## src/usf_cfg.svh

```systemverilog
`ifndef USF_CFG_SVH
`define USF_CFG_SVH
`define USF_OFF_STATUS 8'h00
`define USF_OFF_FRAME  8'h04
`define USF_OFF_CTRL   8'h08
`define USF_OFF_DATA   8'h0c
`define USF_OFF_BAUD   8'h10
`define USF_SEL_STATUS 3'h0
`define USF_SEL_FRAME  3'h1
`define USF_SEL_CTRL   3'h2
`define USF_SEL_DATA   3'h3
`define USF_SEL_BAUD   3'h4
`define USF_SEL_NONE   3'h7
`define USF_CTRL_TXON  7
`define USF_CTRL_RXON  6
`define USF_CTRL_RIE   2
`define USF_FRAME_GLOB 7
`define USF_FRAME_BRK  2
`define USF_STATUS_RST 8'h0b
`define USF_FRAME_RST  8'h00
`define USF_BAUD_RST   8'h00
`define USF_SUB_LAST   4'hf
`define USF_VOTE_A     4'h7
`define USF_VOTE_B     4'h8
`define USF_VOTE_C     4'h9
`define USF_BREAK_BITS 4'hd
`define USF_RESP_OKAY  2'h0
`define USF_RESP_SLVERR 2'h2
`endif

```

## src/usf_pkg.sv

```systemverilog
package usf_pkg;
  typedef struct packed {
    logic parityErr;
    logic noise;
    logic framingErr;
    logic overrun;
    logic rxIdle;
    logic rxAvail;
    logic txIdle;
    logic txEmpty;
  } usf_status_t;
  typedef struct packed {
    logic globalOn;
    logic nineBit;
    logic parityOn;
    logic parityOdd;
    logic twoStop;
    logic breakSend;
    logic rxNinth;
    logic txNinth;
  } usf_frame_t;
  typedef struct packed {
    logic       ninth;
    logic [7:0] data;
  } usf_word_t;
  typedef enum logic [4:0] {
    TX_IDLE = 5'h01, TX_START = 5'h02, TX_DATA = 5'h04, TX_STOP = 5'h08, TX_BRK = 5'h10
  } usf_tx_state_t;
  typedef enum logic [3:0] {
    RX_IDLE = 4'h1, RX_START = 4'h2, RX_DATA = 4'h4, RX_STOP = 4'h8
  } usf_rx_state_t;
endpackage

```

## src/usf_baud_tick.sv

```systemverilog
`timescale 1ns/10ps
`default_nettype none
module usf_baud_tick (
  // Clock and reset
  input  wire logic       clk_sys,
  input  wire logic       srst,
  input  wire logic       ce,
  // Control
  input  wire logic       clear,
  input  wire logic [7:0] divisor,
  // Sample strobe, sixteen per bit
  output logic            tick
);
  logic [7:0] cnt_q;

  always_ff @(posedge clk_sys) begin
    if (srst || clear) begin
      cnt_q <= 8'h00;
    end else if (ce) begin
      cnt_q <= (cnt_q == divisor) ? 8'h00 : cnt_q + 8'h01;
    end
  end

  assign tick = ce && !clear && (cnt_q == divisor);
endmodule // usf_baud_tick
`default_nettype wire

```

## src/usf_uart.sv

```systemverilog
`timescale 1ns/10ps
`default_nettype none
`include "usf_cfg.svh"
// Overview of operation
// - Receiver idle low from start to stop
// - Buffered word sets available flag, interrupt
// - Parity, noise, framing flags set with available flag
// - Available clears after status, data read, empty
// - Transmitter idle set when empty, nothing queued
// - Idle cleared by status read, data write
// - Empty set when shifter takes character
// - Empty cleared by status read, data write
// - Transmitter enable sets empty flag
// - Global enable hands pins to transceiver
// - Disable discards buffer, resets baud counter
// - Disable clears transmit, receive enables, other flags; sets idle, empty
// - Disable aborts transfers, keeps configuration
// - Eight or nine data bits
// - Parity bit is last, not stored
// - Parity only while enabled
// - Odd or even parity select
// - One or two stop bits
// - Break low thirteen bits until cleared
// - Ninth bit via control bits
// - Least significant bit first at baud rate
// - Errors cleared by status then data access
// - Transmitter disable aborts and resets
module usf_uart
  import usf_pkg::*;
(
  // Clock, reset, enable
  input  wire logic        clk_sys,
  input  wire logic        srst,
  input  wire logic        ce,
  // AXI4-Lite slave
  input  wire logic [7:0]  s_axi_awaddr,
  input  wire logic        s_axi_awvalid,
  output logic             s_axi_awready,
  input  wire logic [31:0] s_axi_wdata,
  input  wire logic [3:0]  s_axi_wstrb,
  input  wire logic        s_axi_wvalid,
  output logic             s_axi_wready,
  output logic [1:0]       s_axi_bresp,
  output logic             s_axi_bvalid,
  input  wire logic        s_axi_bready,
  input  wire logic [7:0]  s_axi_araddr,
  input  wire logic        s_axi_arvalid,
  output logic             s_axi_arready,
  output logic [31:0]      s_axi_rdata,
  output logic [1:0]       s_axi_rresp,
  output logic             s_axi_rvalid,
  input  wire logic        s_axi_rready,
  // Serial pins
  input  wire logic        rxIn,
  output logic             txOut,
  output logic             txOe,
  output logic             rxUse,
  // Receive interrupt request
  output logic             rxIrq
);
  usf_frame_t    frame_q;
  usf_status_t   stat;
  usf_tx_state_t txState_q;
  usf_rx_state_t rxState_q;
  usf_word_t     txBuf_q;
  usf_word_t     rxMem_q [2];
  usf_word_t     rxHead;
  usf_word_t     rxWord;
  logic        txOn_q, rxOn_q, rieOn_q;
  logic [7:0]  baud_q;
  logic        txEmpty_q, txIdle_q, rxAvail_q, parity_error_flag_q, nf_q, framing_error_flag_q, overrun_flag_q;
  logic        armRx_q, armTxE_q, armTxI_q;
  logic        awHeld_q, wHeld_q, wLane_q, bvalid_q, rvalid_q;
  logic [7:0]  awAddr_q, wLow_q, rdata_q;
  logic [1:0]  bresp_q, rresp_q;
  logic        awGot, wGot, wrFire, rdFire, wLane;
  logic [7:0]  wAddr, wByte, rdValue;
  logic [2:0]  wrSel, rdSel;
  logic        stRd, dataRd, dataWr, dataAcc, globalOn, txActive, rxActive, tick;
  logic        txFull_q, txLine_q, txTake, bitEndTx, bitEndRx;
  logic [8:0]  txSh_q, rxSh_q, rxAligned;
  logic [3:0]  txSub_q, txBitCnt_q, rxSub_q, rxBitCnt_q, nbLast;
  logic        rxMeta_q, rxSync_q, rxNoise_q, rxBit, rxUniform;
  logic [2:0]  vote_q;
  logic        rxWr_q, rxRd_q, rxDone, rxPush, rxOverEv, rxPop, rxParErr;
  logic [1:0]  rxCnt_q;

  function automatic logic [2:0] regIndex(input logic [7:0] a);
    case (a)
      `USF_OFF_STATUS: regIndex = `USF_SEL_STATUS;
      `USF_OFF_FRAME:  regIndex = `USF_SEL_FRAME;
      `USF_OFF_CTRL:   regIndex = `USF_SEL_CTRL;
      `USF_OFF_DATA:   regIndex = `USF_SEL_DATA;
      `USF_OFF_BAUD:   regIndex = `USF_SEL_BAUD;
      default:         regIndex = `USF_SEL_NONE;
    endcase
  endfunction

  function automatic logic [8:0] txFrame(input usf_word_t w, input usf_frame_t f);
    logic [8:0] b;
    b = f.nineBit ? {w.ninth, w.data} : {1'b0, w.data};
    if (f.parityOn && f.nineBit) begin
      b[8] = (^b[7:0]) ^ f.parityOdd;
    end else if (f.parityOn) begin
      b[7] = (^b[6:0]) ^ f.parityOdd;
    end
    return b;
  endfunction

  // Bus slave; write address and data may arrive in either order
  assign s_axi_awready = ce && !awHeld_q && !bvalid_q;
  assign s_axi_wready  = ce && !wHeld_q && !bvalid_q;
  assign s_axi_arready = ce && !rvalid_q;
  assign awGot  = awHeld_q || s_axi_awvalid;
  assign wGot   = wHeld_q || s_axi_wvalid;
  assign wrFire = ce && awGot && wGot && !bvalid_q;
  assign rdFire = s_axi_arvalid && s_axi_arready;
  assign wAddr  = awHeld_q ? awAddr_q : s_axi_awaddr;
  assign wByte  = wHeld_q ? wLow_q : s_axi_wdata[7:0];
  assign wLane  = wHeld_q ? wLane_q : s_axi_wstrb[0];
  assign wrSel  = regIndex(wAddr);
  assign rdSel  = regIndex(s_axi_araddr);
  assign stRd   = rdFire && (rdSel == `USF_SEL_STATUS);
  assign dataRd = rdFire && (rdSel == `USF_SEL_DATA);
  assign dataWr = wrFire && wLane && (wrSel == `USF_SEL_DATA);
  assign dataAcc = dataRd || dataWr;

  always_ff @(posedge clk_sys) begin
    if (srst) begin
      awHeld_q <= 1'b0;
      wHeld_q  <= 1'b0;
      awAddr_q <= 8'h00;
      wLow_q   <= 8'h00;
      wLane_q  <= 1'b0;
      bvalid_q <= 1'b0;
      bresp_q  <= `USF_RESP_OKAY;
    end else if (ce) begin
      if (s_axi_awvalid && s_axi_awready) begin
        awHeld_q <= 1'b1;
        awAddr_q <= s_axi_awaddr;
      end
      if (s_axi_wvalid && s_axi_wready) begin
        wHeld_q <= 1'b1;
        wLow_q  <= s_axi_wdata[7:0];
        wLane_q <= s_axi_wstrb[0];
      end
      if (wrFire) begin
        awHeld_q <= 1'b0;
        wHeld_q  <= 1'b0;
        bvalid_q <= 1'b1;
        bresp_q  <= (wrSel == `USF_SEL_NONE) ? `USF_RESP_SLVERR : `USF_RESP_OKAY;
      end else if (s_axi_bready) begin
        bvalid_q <= 1'b0;
      end
    end
  end

  always_comb begin
    unique case (rdSel)
      `USF_SEL_STATUS: rdValue = stat;
      `USF_SEL_FRAME:  rdValue = {frame_q[7:2], rxHead.ninth, 1'b0};
      `USF_SEL_CTRL:   rdValue = {txOn_q, rxOn_q, 3'h0, rieOn_q, 2'h0};
      `USF_SEL_DATA:   rdValue = rxHead.data;
      `USF_SEL_BAUD:   rdValue = baud_q;
      default:         rdValue = 8'h00;
    endcase
  end

  always_ff @(posedge clk_sys) begin
    if (srst) begin
      rvalid_q <= 1'b0;
      rdata_q  <= 8'h00;
      rresp_q  <= `USF_RESP_OKAY;
    end else if (ce) begin
      if (rdFire) begin
        rvalid_q <= 1'b1;
        rdata_q  <= rdValue;
        rresp_q  <= (rdSel == `USF_SEL_NONE) ? `USF_RESP_SLVERR : `USF_RESP_OKAY;
      end else if (s_axi_rready) begin
        rvalid_q <= 1'b0;
      end
    end
  end

  assign s_axi_bvalid = bvalid_q;
  assign s_axi_bresp  = bresp_q;
  assign s_axi_rvalid = rvalid_q;
  assign s_axi_rresp  = rresp_q;
  assign s_axi_rdata  = {24'h0, rdata_q};

  // Configuration; disabling keeps all but transmit/receive enables and break
  assign globalOn = frame_q.globalOn;
  assign txActive = globalOn && txOn_q;
  assign rxActive = globalOn && rxOn_q;
  assign txOe     = txActive;
  assign rxUse    = rxActive;
  assign nbLast   = frame_q.nineBit ? 4'h8 : 4'h7;

  always_ff @(posedge clk_sys) begin
    if (srst) begin
      frame_q <= `USF_FRAME_RST;
      baud_q  <= `USF_BAUD_RST;
      txOn_q  <= 1'b0;
      rxOn_q  <= 1'b0;
      rieOn_q <= 1'b0;
    end else if (ce) begin
      if (wrFire && wLane && wrSel == `USF_SEL_FRAME) begin
        frame_q           <= wByte;
        frame_q.rxNinth   <= 1'b0;
        frame_q.breakSend <= wByte[`USF_FRAME_BRK] && wByte[`USF_FRAME_GLOB];
      end
      if (wrFire && wLane && wrSel == `USF_SEL_BAUD) begin
        baud_q <= wByte;
      end
      if (!globalOn) begin
        txOn_q <= 1'b0;
        rxOn_q <= 1'b0;
      end else if (wrFire && wLane && wrSel == `USF_SEL_CTRL) begin
        txOn_q <= wByte[`USF_CTRL_TXON];
        rxOn_q <= wByte[`USF_CTRL_RXON];
      end
      if (wrFire && wLane && wrSel == `USF_SEL_CTRL) begin
        rieOn_q <= wByte[`USF_CTRL_RIE];
      end
    end
  end

  // Baud counter restarts whenever the transceiver is disabled
  usf_baud_tick u_baud (
    .clk_sys (clk_sys),
    .srst    (srst),
    .ce      (ce),
    .clear   (!globalOn),
    .divisor (baud_q),
    .tick    (tick)
  );

  // Status-read arming for the two-step clear sequences
  always_ff @(posedge clk_sys) begin
    if (srst || !globalOn) begin
      armRx_q  <= 1'b0;
      armTxE_q <= 1'b0;
      armTxI_q <= 1'b0;
    end else if (ce) begin
      if (dataAcc) begin
        armRx_q <= 1'b0;
      end
      if (dataWr) begin
        armTxE_q <= 1'b0;
        armTxI_q <= 1'b0;
      end
      if (stRd) begin
        armRx_q  <= rxAvail_q || parity_error_flag_q || nf_q || framing_error_flag_q || overrun_flag_q;
        armTxE_q <= txEmpty_q;
        armTxI_q <= txIdle_q;
      end
    end
  end

  // Transmit holding register and its flags
  assign txTake = txActive && txFull_q && (txState_q == TX_IDLE);

  always_ff @(posedge clk_sys) begin
    if (srst || !txActive) begin
      txFull_q <= 1'b0;
      txBuf_q  <= '0;
    end else if (ce) begin
      if (dataWr) begin
        txFull_q <= 1'b1;
        txBuf_q  <= {frame_q.txNinth, wByte};
      end else if (txTake) begin
        txFull_q <= 1'b0;
      end
    end
  end

  always_ff @(posedge clk_sys) begin
    if (srst || !globalOn) begin
      txEmpty_q <= 1'b1;
      txIdle_q  <= 1'b1;
    end else if (ce) begin
      if (txTake || (wrFire && wLane && wrSel == `USF_SEL_CTRL && wByte[`USF_CTRL_TXON])) begin
        txEmpty_q <= 1'b1;
      end else if (dataWr && armTxE_q) begin
        txEmpty_q <= 1'b0;
      end
      // A write in flight is queued data, so idle may not be set over it
      if (txEmpty_q && !txFull_q && !dataWr && txState_q == TX_IDLE && !frame_q.breakSend) begin
        txIdle_q <= 1'b1;
      end else if (dataWr && armTxI_q) begin
        txIdle_q <= 1'b0;
      end
    end
  end

  // Transmit shifter
  assign bitEndTx = tick && (txSub_q == `USF_SUB_LAST);

  always_ff @(posedge clk_sys) begin
    if (srst || !txActive) begin
      txState_q  <= TX_IDLE;
      txSub_q    <= 4'h0;
      txBitCnt_q <= 4'h0;
      txSh_q     <= 9'h000;
      txLine_q   <= 1'b1;
    end else if (ce) begin
      if (tick) begin
        txSub_q <= txSub_q + 4'h1;
      end
      unique case (txState_q)
        TX_IDLE: begin
          txSub_q    <= 4'h0;
          txBitCnt_q <= 4'h0;
          txLine_q   <= 1'b1;
          if (txFull_q) begin
            txSh_q    <= txFrame(txBuf_q, frame_q);
            txState_q <= TX_START;
            txLine_q  <= 1'b0;
          end else if (frame_q.breakSend) begin
            txState_q <= TX_BRK;
            txLine_q  <= 1'b0;
          end
        end
        TX_START: begin
          if (bitEndTx) begin
            txState_q <= TX_DATA;
            txLine_q  <= txSh_q[0];
          end
        end
        TX_DATA: begin
          if (bitEndTx && txBitCnt_q == nbLast) begin
            txState_q  <= TX_STOP;
            txBitCnt_q <= 4'h0;
            txLine_q   <= 1'b1;
          end else if (bitEndTx) begin
            txSh_q     <= {1'b0, txSh_q[8:1]};
            txLine_q   <= txSh_q[1];
            txBitCnt_q <= txBitCnt_q + 4'h1;
          end
        end
        TX_STOP: begin
          if (bitEndTx && txBitCnt_q == {3'h0, frame_q.twoStop}) begin
            txState_q <= TX_IDLE;
          end else if (bitEndTx) begin
            txBitCnt_q <= txBitCnt_q + 4'h1;
          end
        end
        TX_BRK: begin
          if (bitEndTx && txBitCnt_q != `USF_BREAK_BITS) begin
            txBitCnt_q <= txBitCnt_q + 4'h1;
          end
          if (txBitCnt_q == `USF_BREAK_BITS && !frame_q.breakSend) begin
            txState_q <= TX_IDLE;
            txLine_q  <= 1'b1;
          end
        end
        default: txState_q <= TX_IDLE;
      endcase
    end
  end

  assign txOut = txLine_q;

  // Receive synchroniser and majority-vote bit sampler
  always_ff @(posedge clk_sys) begin
    if (srst) begin
      rxMeta_q <= 1'b1;
      rxSync_q <= 1'b1;
    end else if (ce) begin
      rxMeta_q <= rxIn;
      rxSync_q <= rxMeta_q;
    end
  end

  assign bitEndRx  = tick && (rxSub_q == `USF_SUB_LAST);
  assign rxBit     = (vote_q[0] & vote_q[1]) | (vote_q[0] & vote_q[2]) | (vote_q[1] & vote_q[2]);
  assign rxUniform = (&vote_q) || !(|vote_q);

  always_ff @(posedge clk_sys) begin
    if (srst || !rxActive) begin
      rxState_q  <= RX_IDLE;
      rxSub_q    <= 4'h0;
      rxBitCnt_q <= 4'h0;
      rxSh_q     <= 9'h000;
      vote_q     <= 3'h7;
      rxNoise_q  <= 1'b0;
    end else if (ce) begin
      if (tick) begin
        rxSub_q <= rxSub_q + 4'h1;
        if (rxSub_q == `USF_VOTE_A || rxSub_q == `USF_VOTE_B || rxSub_q == `USF_VOTE_C) begin
          vote_q <= {vote_q[1:0], rxSync_q};
        end
      end
      unique case (rxState_q)
        RX_IDLE: begin
          rxSub_q    <= 4'h0;
          rxBitCnt_q <= 4'h0;
          rxNoise_q  <= 1'b0;
          if (!rxSync_q) begin
            rxState_q <= RX_START;
          end
        end
        RX_START: begin
          if (bitEndRx) begin
            rxState_q <= rxBit ? RX_IDLE : RX_DATA;
            rxNoise_q <= !rxUniform;
          end
        end
        RX_DATA: begin
          if (bitEndRx) begin
            rxSh_q     <= {rxBit, rxSh_q[8:1]};
            rxNoise_q  <= rxNoise_q || !rxUniform;
            rxBitCnt_q <= rxBitCnt_q + 4'h1;
            if (rxBitCnt_q == nbLast) begin
              rxState_q <= RX_STOP;
            end
          end
        end
        RX_STOP: begin
          if (bitEndRx) begin
            rxState_q <= RX_IDLE;
          end
        end
        default: rxState_q <= RX_IDLE;
      endcase
    end
  end

  // Word assembly; the parity position is never stored
  assign rxAligned = frame_q.nineBit ? rxSh_q : {1'b0, rxSh_q[8:1]};
  assign rxParErr  = frame_q.parityOn && ((^rxAligned) != frame_q.parityOdd);
  always_comb begin
    rxWord.data  = rxAligned[7:0];
    rxWord.ninth = frame_q.nineBit && !frame_q.parityOn && rxAligned[8];
    if (frame_q.parityOn && !frame_q.nineBit) begin
      rxWord.data[7] = 1'b0;
    end
  end

  // Two-word receive buffer
  assign rxDone   = ce && rxActive && (rxState_q == RX_STOP) && bitEndRx;
  assign rxPush   = rxDone && (rxCnt_q != 2'h2);
  assign rxOverEv = rxDone && (rxCnt_q == 2'h2);
  assign rxPop    = ce && dataRd && (rxCnt_q != 2'h0);
  assign rxHead   = rxMem_q[rxRd_q];

  always_ff @(posedge clk_sys) begin
    if (srst || !rxActive) begin
      rxWr_q  <= 1'b0;
      rxMem_q <= '{default: '0};
      rxRd_q  <= 1'b0;
      rxCnt_q <= 2'h0;
    end else if (ce) begin
      if (rxPush) begin
        rxMem_q[rxWr_q] <= rxWord;
        rxWr_q          <= !rxWr_q;
      end
      if (rxPop) begin
        rxRd_q <= !rxRd_q;
      end
      rxCnt_q <= rxCnt_q + {1'b0, rxPush} - {1'b0, rxPop};
    end
  end

  // Receive flags; a new word wins over a clear in the same cycle
  always_ff @(posedge clk_sys) begin
    if (srst || !globalOn) begin
      rxAvail_q <= 1'b0;
      parity_error_flag_q    <= 1'b0;
      nf_q      <= 1'b0;
      framing_error_flag_q    <= 1'b0;
      overrun_flag_q    <= 1'b0;
    end else if (ce) begin
      if (rxPush) begin
        rxAvail_q <= 1'b1;
      end else if (!rxOn_q || (dataRd && armRx_q && rxCnt_q <= 2'h1)) begin
        rxAvail_q <= 1'b0;
      end
      if (rxPush && rxParErr) begin
        parity_error_flag_q <= 1'b1;
      end else if (dataAcc && armRx_q) begin
        parity_error_flag_q <= 1'b0;
      end
      if (rxPush && rxNoise_q) begin
        nf_q <= 1'b1;
      end else if (dataAcc && armRx_q) begin
        nf_q <= 1'b0;
      end
      if (rxPush && !rxBit) begin
        framing_error_flag_q <= 1'b1;
      end else if (dataAcc && armRx_q) begin
        framing_error_flag_q <= 1'b0;
      end
      if (rxOverEv) begin
        overrun_flag_q <= 1'b1;
      end else if (dataAcc && armRx_q) begin
        overrun_flag_q <= 1'b0;
      end
    end
  end

  assign stat  = {parity_error_flag_q, nf_q, framing_error_flag_q, overrun_flag_q, rxState_q == RX_IDLE, rxAvail_q, txIdle_q,
                  txEmpty_q};
  assign rxIrq = rxAvail_q && rieOn_q;
endmodule // usf_uart
`default_nettype wire

```

## config.mk

```make
export PLATFORM = sky130hd
export DESIGN_NAME = usf_uart
export DESIGN_NICKNAME = d
export VERILOG_FILES = /design/src/usf_pkg.sv /design/src/usf_baud_tick.sv /design/src/usf_uart.sv
export VERILOG_INCLUDE_DIRS = /design/src /design/src/src
export SDC_FILE = /design/constraint.sdc
export NUM_CORES = 1
export LEC_CHECK = 0
export BUFFER_PORTS_ARGS = -buffer_cell sky130_fd_sc_hd__buf_4
export CORE_ASPECT_RATIO = 1.1
export CORE_UTILIZATION = 30
export DETAILED_ROUTE_END_ITERATION = 7
export GPL_TIMING_DRIVEN = 0
export SYNTH_ARGS = -nofsm -noshare
export SYNTH_HDL_FRONTEND = slang
export SYNTH_SLANG_ARGS = --single-unit
export TNS_END_PERCENT = 1
```

## constraint.sdc

```tcl
create_clock -name clk_sys -period 3.6 [get_ports clk_sys]
set_input_delay 0.36 -clock clk_sys [delete_from_list [all_inputs] [get_ports clk_sys]]
set_output_delay 0.36 -clock clk_sys [all_outputs]
set_load 0.005 [all_outputs]
```

Word level (Yosys, flattened, before mapping)
Cells that the tools add are included.
Operators by class
  $add $sub $neg: 7
  order comparisons: 4
  equality and inequality tests: 58
  mux-type cells: 91
  bitwise operators: 9
  reduce and logical (&&, ||, !) cells: 158
Operators with widths (number)
  $mux W9: 9
  $mux W4: 15
  $logic_and A1 B1 Y1: 58
  $reduce_and A2 Y1: 27
  $mux W1: 43
  $pmux W8 S5: 1
  $reduce_bool A2 Y1: 19
  $eq A8 B4 Y1 const B: 4
  $pmux W4 S4: 2
  $mux W5: 6
  $ne A2 B2 Y1 const B: 15
  $pmux W3 S5: 2
  $pmux W5 S5: 1
  $eq A4 B4 Y1 const B: 6
  $mux W8: 3
  $bwmux W18: 1
  $logic_not A1 Y1: 18
  $pmux W9 S2: 1
  $add A4 B1 Y4 const B: 4
  $eq A8 B3 Y1 const B: 2
  $eq A8 B5 Y1 const B: 2
  $logic_not A8 Y1: 2
  $logic_or A1 B1 Y1: 16
  $eq A3 B2 Y1 const B: 4
  other kinds (45): 66
Word-level totals
  register bits: 151
  bits of input ports: 61
  output and inout bits: 45
  word-level logic and storage cells: 382

Longest topological paths before layout
Gate-level depths: netlist of the first run.
  word-level depth: 12
  depth in mapped cells: 12
  depth with buffers taken out: 11

By module
A second synthesis of the first run with hierarchy kept.
Second synthesis, totals
  cells, all modules: 920
  area, all modules: 7609.8 sq um
By module, submodules not included
  usf_uart: times used 1, cells each 871, area each 7174.4 sq um, sequential area each 2822.7 sq um
  usf_baud_tick: times used 1, cells each 49, area each 435.4 sq um, sequential area each 160.2 sq um

Worst setup path before layout of the first run
No wires, ideal clock.
  path kind: input to register
  start point: input s_axi_araddr[0]
  end point: register rxCnt_q[1]
  library setup time: 0.128 ns
  arrival time: 2.465 ns
  data required time: 3.472 ns
  setup slack: 1.007 ns
  stages: 11
  path buffers: 0
  cell sequence: or4_1 > nor3_1 > nand4_1 > nor2_1 > ha_1 > inv_1 > ha_1 > xor2_1 > nand2_1 > xor2_1 > nor2_1
Between the ends
  longest elaborated chain between the ends: 7
  elaborated cells between the ends (all ways): 11
  classes of those cells: add/sub: 1; eq/ne: 5; mux: 1; reduce/logical: 4
Ends and longest elaborated chain
  start, declared: RTL line usf_uart.sv:46  | input wire logic [7:0] s_axi_araddr,
  $eq A8 B5 Y1, or another cell as far along: RTL line usf_uart.sv:89  | case (a)
  $pmux W3 S5 *: RTL line usf_uart.sv:89
  $eq A3 B2 Y1 *
  $logic_and A1 B1 Y1 *: RTL line usf_uart.sv:124  | assign dataRd = rdFire && (rdSel == `USF_SEL_DATA);
  $logic_and A1 B1 Y1 * (2 in a row): RTL line usf_uart.sv:444  | assign rxPop = ce && dataRd && (rxCnt_q != 2'h0);
  $sub A2 B1 Y2 *: RTL line usf_uart.sv:461  | rxCnt_q <= rxCnt_q + {1'b0, rxPush} - {1'b0, rxPop};
  end signal, assigned: RTL line usf_uart.sv:461
  end, declared: RTL line usf_uart.sv:86  | logic [1:0] rxCnt_q;
Mark *: on every way between the ends. The rest lies on a longest branch, timed or not.
A chain may end at the register's enable or synchronous reset.

Worst setup path after layout of the first run
  start point: register baud_q[1]
  end point: register rxCnt_q[1]
Between the ends
  longest elaborated chain between the ends: 7
Ends and longest elaborated chain
  start, declared: RTL line usf_uart.sv:70  | logic [7:0] baud_q;
  start signal, assigned: RTL line usf_uart.sv:202  | baud_q <= `USF_BAUD_RST;
  start signal, assigned: RTL line usf_uart.sv:213  | baud_q <= wByte;
  $eq A8 B8 Y1: RTL line usf_baud_tick.sv:24  | assign tick = ce && !clear && (cnt_q == divisor);
  $logic_and A1 B1 Y1: RTL line usf_baud_tick.sv:24
  $logic_and A1 B1 Y1: RTL line usf_uart.sv:375  | assign bitEndRx = tick && (rxSub_q == `USF_SUB_LAST);
  $logic_and A1 B1 Y1: RTL line usf_uart.sv:441  | assign rxDone = ce && rxActive && (rxState_q == RX_STOP) && bitEndRx;
  $logic_and A1 B1 Y1: RTL line usf_uart.sv:442  | assign rxPush = rxDone && (rxCnt_q != 2'h2);
  net rxPush: RTL line usf_uart.sv:85  | logic rxWr_q, rxRd_q, rxDone, rxPush, rxOverEv, rxPop, rxParErr;
  $add A2 B1 Y2: RTL line usf_uart.sv:461
  $sub A2 B1 Y2: RTL line usf_uart.sv:461
The timed path passes the listed nets, and every way through them passes these cells.

==> results_dict.tcl, run 1 <==
set metrics [dict create \
    grt_util_all_layers 0.1634 \
    drv_cap 0 \
    initial_core_util 0.3070 \
    crit_type "reg2reg" \
    irDropWorstVdd_mv 0.3181 \
    cp_top_family "simple AND/OR/NAND/NOR gates" \
    synth_commonest_cells "149 x dfxtp_1, 125 x nor2_1, 111 x nand2_1, 75 x mux2i_1, 48 x a21oi_1" \
    power.share.clock 0.488 \
    hold_violations 0 \
    min_period_over_period 0.8460 \
    insertion_delay_ns 0.42 \
    required_ns 3.90 \
    cp.arrival_ns 3.35 \
    slew_headroom 0.2326 \
    clockBufferDepth 2 \
    vias_per_cell 4.913 \
    post-synth-top-area-cell "dfxtp_1" \
    synth_top_family_by_area "simple AND/OR/NAND/NOR gates" \
    cts.repair.resized 0 \
    muxShareOfSynthArea 0.1197 \
    syn_area_um2 7779 \
    p_sw_mw 0.8437 \
    synthCells 926 \
    clk_pin_slew_worst_paths_ns 0.06 \
    synth_top_area_frac 0.3835 \
    routedWlPerCell_um 15.41 \
    leakage_nw 3.361 \
    synth.most_common_cell "dfxtp_1" \
    grt_pass1_vias 6346 \
    instances_no_fill 1379 \
    ioPinCount 106 \
    cp-end-kind "register" \
    critPathMaxFanout 6 \
    cts.sinks 149 \
    dp_hpwl_um 15940 \
    rows 61 \
    synth-async-reset-ratio 0 \
    ys_ff_latch 149 \
    fin_tns_setup_ns 0 \
    routabilityCongestion 0.8650 \
    outcome "finished clean" \
    finalPower_mw 3.695 \
    stdcell_area_um2 9276 \
    cts_max_level 4 \
    place_area_um2 8688 \
    critPathSlowestCell "nor4_1" \
    synth_edf_count 0 \
    holdBufCountCts 0 \
    rsz0062_at_grt "false" \
    max_freq_mhz 328.3 \
    cp-start-kind "register" \
    netlist_top_cells_area "dfxtp_1 38%, mux2i_1 9.7%, nor2_1 6.0%" \
    period_minus_slack_ns 3.046 \
    postCtsSetupRepairBufs 0 \
    final_nets 1092 \
    synth_fa_ha_area_frac 0.01737 \
    ys_types 75 \
    grt_antenna_before_repair 0 \
    cts_tree "built" \
    holdWs_ns 0.1645 \
    slew_violations 0 \
    grt_pass1_wl_um 33850 \
    drive_gt1_frac 0.1471 \
    final_util 0.3661 \
    ff_latch_area_um2 2983 \
    place_ws_ns 0.4519 \
    pwr-share-comb 0.059 \
    area_growth_pct 19.25 \
    switching_share 0.2283 \
    grt_max_degree 17 \
    drt-total-wl_um 21240 \
    crit_chain "xnor2_1 -> nand4_1 -> nor4_1 -> nand4_1 -> inv_1 -> ha_1 -> xor2_1 -> nand2_1 -> xor2_1 -> nor2_1" \
    die_area_um2 26580 \
    finClkSkew_ns 0.007447 \
    dr.pass1.iters 5 \
    diodes 0 \
    intPower_mw 2.852 \
    drt_iter0_drc 409 \
    min_path_type "in2reg" \
    drtAntennaViolNets 0 \
    max_stage_delay_ns 0.93 \
    synth-xor-area-share 0.05067 \
    coreArea_um2 25340 \
    cts_buffers 17 \
    drc 0 \
    syn_area_per_cell_um2 8.400 \
    fin_ws_ns 0.5542 \
    synth_compound_gate_area_share 0.1311 \
    portBuffers 51 \
    via_count 6775 \
    ctsRootBufferMaster "clkbuf_16" \
    yosysWarningCount 0 \
    grt_overflow_total 0 \
    synth-simple-area-share 0.2350 \
    multi_input_area_um2 4405 \
    fillCellCount 2679 \
    seq_area_frac_synth 0.3835 \
    synth_flop_cell "dfxtp_1" \
    die_y_um 170.9 \
    seqPwrFrac 0.454 \
    cellPowerDensity_nw_per_um2 398.4 \
    setup_viol 0 \
    tightest_slew_ns 1.141 \
    dp.cells 1348 \
    cp_num_buf_inv 1 \
    die_width_um 155.5 \
]
kinds of logic after synthesis:
logic type,after synthesis
other,1
buffers and inverters,96
DFF,149
and+or+nand+nor,380
xor gates and xnor gates,45
AOI/OAI and AO/OA,153
muxes,91
adders and majority gates,11
layout make-up:
| class | instances | area share |
|---|---|---|
| flip-flops and latches | 149 | 0.3216 |
| multi-input cells | 706 | 0.4749 |
| well taps | 346 | 0.04667 |
| clock inverters | 11 | 0.01632 |
| clock buffers | 20 | 0.04707 |
| inverters | 20 | 0.008093 |
| plain buffers | 76 | 0.04411 |
| repair buffers | 51 | 0.04127 |
power groups by stage:
| stage | clock network [mW] | registers [mW] | logic, mW |
|---|---|---|---|
| floorplan | 0 | 1.71 | 0.130 |
| finish | 1.80 | 1.68 | 0.216 |
| global placement | 0 | 1.71 | 0.215 |
| detailed placement | 0 | 1.71 | 0.215 |
| global route | 1.91 | 1.68 | 0.236 |
| CTS | 1.83 | 1.68 | 0.216 |
placed cells by master (no fill, tap or decap), types with 7 or more instances in the layout:
cell       count
nand2_1      111
a211oi_1      10
mux2i_1       75
xor2_1        13
and2_1         7
dfxtp_1      149
nor3_1        20
nand3_1       30
nand4_1       14
or2_2          8
a311oi_1       7
o21ai_0       28
inv_1         20
ha_1          10
buf_4         82
nand2b_1       9
or4_1          7
xnor2_1       32
mux2_2        16
a21oi_1       48
clkbuf_16     17
clkbuf_1      41
nor2_1       125
conb_1        26
sequential cells by signal (all words and copies together) (netlist names), 5 cells and up:
register      flops
awAddr_q          8
baud_q            8
frame_q           6
rdata_q           8
rxMem_q          18
rxSh_q            9
txBuf_q           9
txSh_q            9
txState_q         5
u_baud.cnt_q      8
wLow_q            8
worst paths after layout:
check / cells after the start / start / endpoint / slack [ns]
setup / recovery: 10 / baud_q[1] / rxCnt_q[1] / 0.55
setup reg to reg: 10 / baud_q[1] / rxCnt_q[1] / 0.55
hold reg to reg: 2 / awAddr_q[0] / awAddr_q[0] / 0.45
hold / removal: 2 / rxIn / rxMeta_q / 0.16
per-layer routing:
layer,vias up,wire [um],part of all wire,global-route usage
met5,-,0,0,0
met4,0,561,0.026,0.06479
met2,156,10330,0.49,0.2778
li1,3402,-,-,-
met1,3181,9576,0.45,0.2030
met3,36,779,0.037,0.03065
Note: power is estimated with default switching activity, not from simulation.
==> run 2: changes to the inputs <==
--- a/config.mk
+++ b/config.mk
@@ -6,6 +6,7 @@
 export SDC_FILE = /design/constraint.sdc
 export NUM_CORES = 1
 export LEC_CHECK = 0
+export ABC_AREA = 1
 export BUFFER_PORTS_ARGS = -buffer_cell sky130_fd_sc_hd__buf_4
 export CORE_ASPECT_RATIO = 1.1
 export CORE_UTILIZATION = 30
==> constraint.sdc (replaced) <==
create_clock -name clk_sys -period 3.15 [get_ports clk_sys]
set_input_delay 0.315 -clock clk_sys [delete_from_list [all_inputs] [get_ports clk_sys]]
set_output_delay 0.315 -clock clk_sys [all_outputs]
set_load 0.005 [all_outputs]
==> run 2 against run 1 <==
Effect of this change:
- sequential power grew 14%
- critical path depth grew 9
- die area grew 4.2%
- worst hold slack lost 0.073 ns
- clock skew grew 0.0017 ns
- utilization shrank 0.18 points
- synthesized cell count grew 35%
- design area grew 3.6%
- total power grew 14%
==> results_dict.tcl, run 2 <==
set metrics [dict create \
    outcome "finished clean" \
    layout_common_cells "365 x nand2_1, 149 x dfxtp_1, 148 x nor2_1, 132 x inv_1, 96 x a21oi_1" \
    synth.most_common_cell "nand2_1" \
    syn_area_per_cell_um2 6.505 \
    top_usage_layer "met2" \
    cp-end-kind "register" \
    final_common_cell "nand2_1" \
    diodes 0 \
    routedWlPerCell_um 13.20 \
    clockBufferDepth 2 \
    finalPower_mw 4.229 \
    crit_type "in2reg" \
    post-synth-top-area-cell "dfxtp_1" \
    cp_num_buf_inv 5 \
    finClkSkew_ns 0.009158 \
    drt-total-wl_um 22520 \
    hold_end "rxMeta_q" \
    met3_usage 0.02553 \
    die_width_um 158.8 \
    cp-start-kind "primary input" \
    netlist_top_cells_area "dfxtp_1 37%, nand2_1 17%, nor2_1 6.8%" \
    grt_util_all_layers 0.1661 \
    leakage_nw 4.073 \
    clk_pin_slew_worst_paths_ns 0.07 \
    portBuffers 50 \
    grt_overflow_total 0 \
    dp_hpwl_um 17230 \
    grtUsageMet2 0.2855 \
    ys_ff_latch 149 \
    synth_flop_cell "dfxtp_1" \
    ys_types 49 \
    grt_pass1_vias 7335 \
    hold_violations 0 \
    cp.arrival_ns 2.83 \
    top_register "rxMem_q" \
    final_nets 1412 \
    worstHoldPathCells 3 \
    rsz0062_at_grt "false" \
    min_path_type "in2reg" \
    period_minus_slack_ns 2.513 \
    cts.sinks 149 \
    grt_use_met1 0.2037 \
    crit_chain "buf_4 -> inv_1 -> nand2_1 -> nor2_1 -> nand2_1 -> nor2_1 -> nand2_1 -> nor2_2 -> nand2_1 -> inv_1 -> o21ai_1 -> inv_1 -> ha_1 -> inv_1 -> ha_1 -> a21oi_1 -> o21a_1 -> o21ai_0 -> a21oi_1" \
    max_stage_delay_ns 0.34 \
    rrSetupSlack_ns 0.64 \
    vias_per_cell 4.723 \
    seq_area_frac_synth 0.3677 \
    grt_antenna_before_repair 0 \
    cts.repair.resized 0 \
    fin_tns_setup_ns 0 \
    routabilityCongestion 0.8826 \
    drt_iter0_drc 462 \
    insertion_delay_ns 0.43 \
    min_from "rxIn" \
    grt_pass1_wl_um 36780 \
    via_count 8057 \
    drtAntennaViolNets 0 \
    setup_viol 0 \
    ctsRootBufferMaster "clkbuf_16" \
    postCtsSetupRepairBufs 0 \
    r2r_end "rxCnt_q[1]" \
    coreArea_um2 26380 \
    required_ns 3.47 \
    power.share.clock 0.485 \
    cts_max_level 4 \
    dr.pass1.iters 8 \
    r2r_cells 15 \
    tightest_slew_ns 0.7579 \
    min_period_over_period 0.7977 \
    die_y_um 174.5 \
    synth_commonest_cells "365 x nand2_1, 149 x dfxtp_1, 148 x nor2_1, 132 x inv_1, 96 x a21oi_1" \
    synthCells 1247 \
    ioPinCount 106 \
    cp_top_family "simple AND/OR/NAND/NOR gates" \
    critPathSlowestCell "nor2_2" \
    fillCellCount 2858 \
    cellPowerDensity_nw_per_um2 440.2 \
    slew_headroom 0.4929 \
    grt_max_degree 17 \
    yosysWarningCount 0 \
    slew_violations 0 \
    critPathMaxFanout 9 \
    largest_reg_flops 18 \
    pwr-share-comb 0.061 \
    irDropWorstVdd_mv 0.3294 \
    rows 62 \
    max_freq_mhz 398.0 \
    synth_edf_count 0 \
    seqPwrFrac 0.454 \
    p_sw_mw 1.092 \
    regToRegStartpoint "u_baud.cnt_q[1]" \
    intPower_mw 3.137 \
    switching_share 0.2583 \
    cts_buffers 17 \
    cts_tree "built" \
    initial_core_util 0.3075 \
    die_area_um2 27700 \
    synth-async-reset-ratio 0 \
    drive_gt1_frac 0.1233 \
    syn_area_um2 8112 \
    drv_cap 0 \
    drc 0 \
    holdBufCountCts 0 \
    area_growth_pct 18.45 \
    synth_top_area_frac 0.3677 \
]
==> run 2: per-stage QoR <==
| step | utilization | cells | setup slack (ns) | hold slack, ns | instance area, um^2 |
|---|---|---|---|---|---|
| detailed placement | 0.3420 | 1674 | 0.2139 | 0.4466 | 9021 |
| CTS | 0.3643 | 1706 | 0.6330 | 0.08190 | 9608 |
| global route | 0.3643 | 1706 | 0.2967 | 0.1224 | 9608 |
| finish | 0.3643 | 1706 | 0.6373 | 0.09178 | 9608 |
| floorplan | - | 1272 | 0.8657 | 0.4292 | 8205 |
| global placement | 0.3420 | 1674 | 0.3053 | 0.4395 | 9021 |
==> run 2: area by class of cell <==
type                       instances  area, um^2  area share
multi-input combinational        919        4329      0.4506
sequential                       149        2983      0.3105
inverter                         148       555.5     0.05782
tap                              352       440.4     0.04584
clock buffer                      17       425.4     0.04428
timing repair buffer              50       375.4     0.03907
buffer                            56       337.8     0.03516
clock inverter                    15       161.4     0.01680
==> run 2: logic make-up after synthesis <==
| group | synth area share |
|---|---|
| other | 0.0004623 |
| DFF | 0.3677 |
| AOI/OAI and AO/OA | 0.1504 |
| and+or+nand+nor | 0.3386 |
| buffers and inverters | 0.1101 |
| adders and majority gates | 0.01542 |
| xor gates and xnor gates | 0.01728 |
==> run 2: how the worst max path moves through the flow <==
| stage | start | to | slack [ns] | cells past startpoint |
|---|---|---|---|---|
| final | s_axi_araddr[6] | rxCnt_q[1] | 0.64 | 19 |
| after global routing | s_axi_araddr[7] | rxCnt_q[1] | 0.30 | 19 |
| after CTS | baud_q[6] | rxCnt_q[1] | 0.63 | 15 |
| after detailed placement | s_axi_araddr[6] | rxCnt_q[1] | 0.21 | 19 |
| after global placement | s_axi_araddr[6] | rxCnt_q[1] | 0.31 | 19 |
| after floorplan | s_axi_araddr[6] | rxCnt_q[1] | 0.87 | 18 |
==> run 2: worst register-to-register path: cells and delay by family, from the launching register on <==
family,cells,cell delay (ns)
flops,1,0.37
compound gates,4,0.41
fa+ha+maj,1,0.17
buf+inv,2,0.19
simple gates,8,1.24
==> run 2: routing by layer <==
metal,share of wire,vias up
li1,-,4143
met5,0,-
met4,0.029,0
met2,0.49,211
met3,0.053,48
met1,0.43,3655
==> run 2: power groups by stage <==
| stage | clock, mW | combinational (mW) | sequential [mW] |
|---|---|---|---|
| final | 2.05 | 0.260 | 1.92 |
| after global routing | 2.17 | 0.291 | 1.92 |
| after CTS | 2.09 | 0.261 | 1.92 |
| after detailed placement | 0 | 0.260 | 1.96 |
| after global placement | 0 | 0.258 | 1.96 |
| after floorplan | 0 | 0.161 | 1.96 |
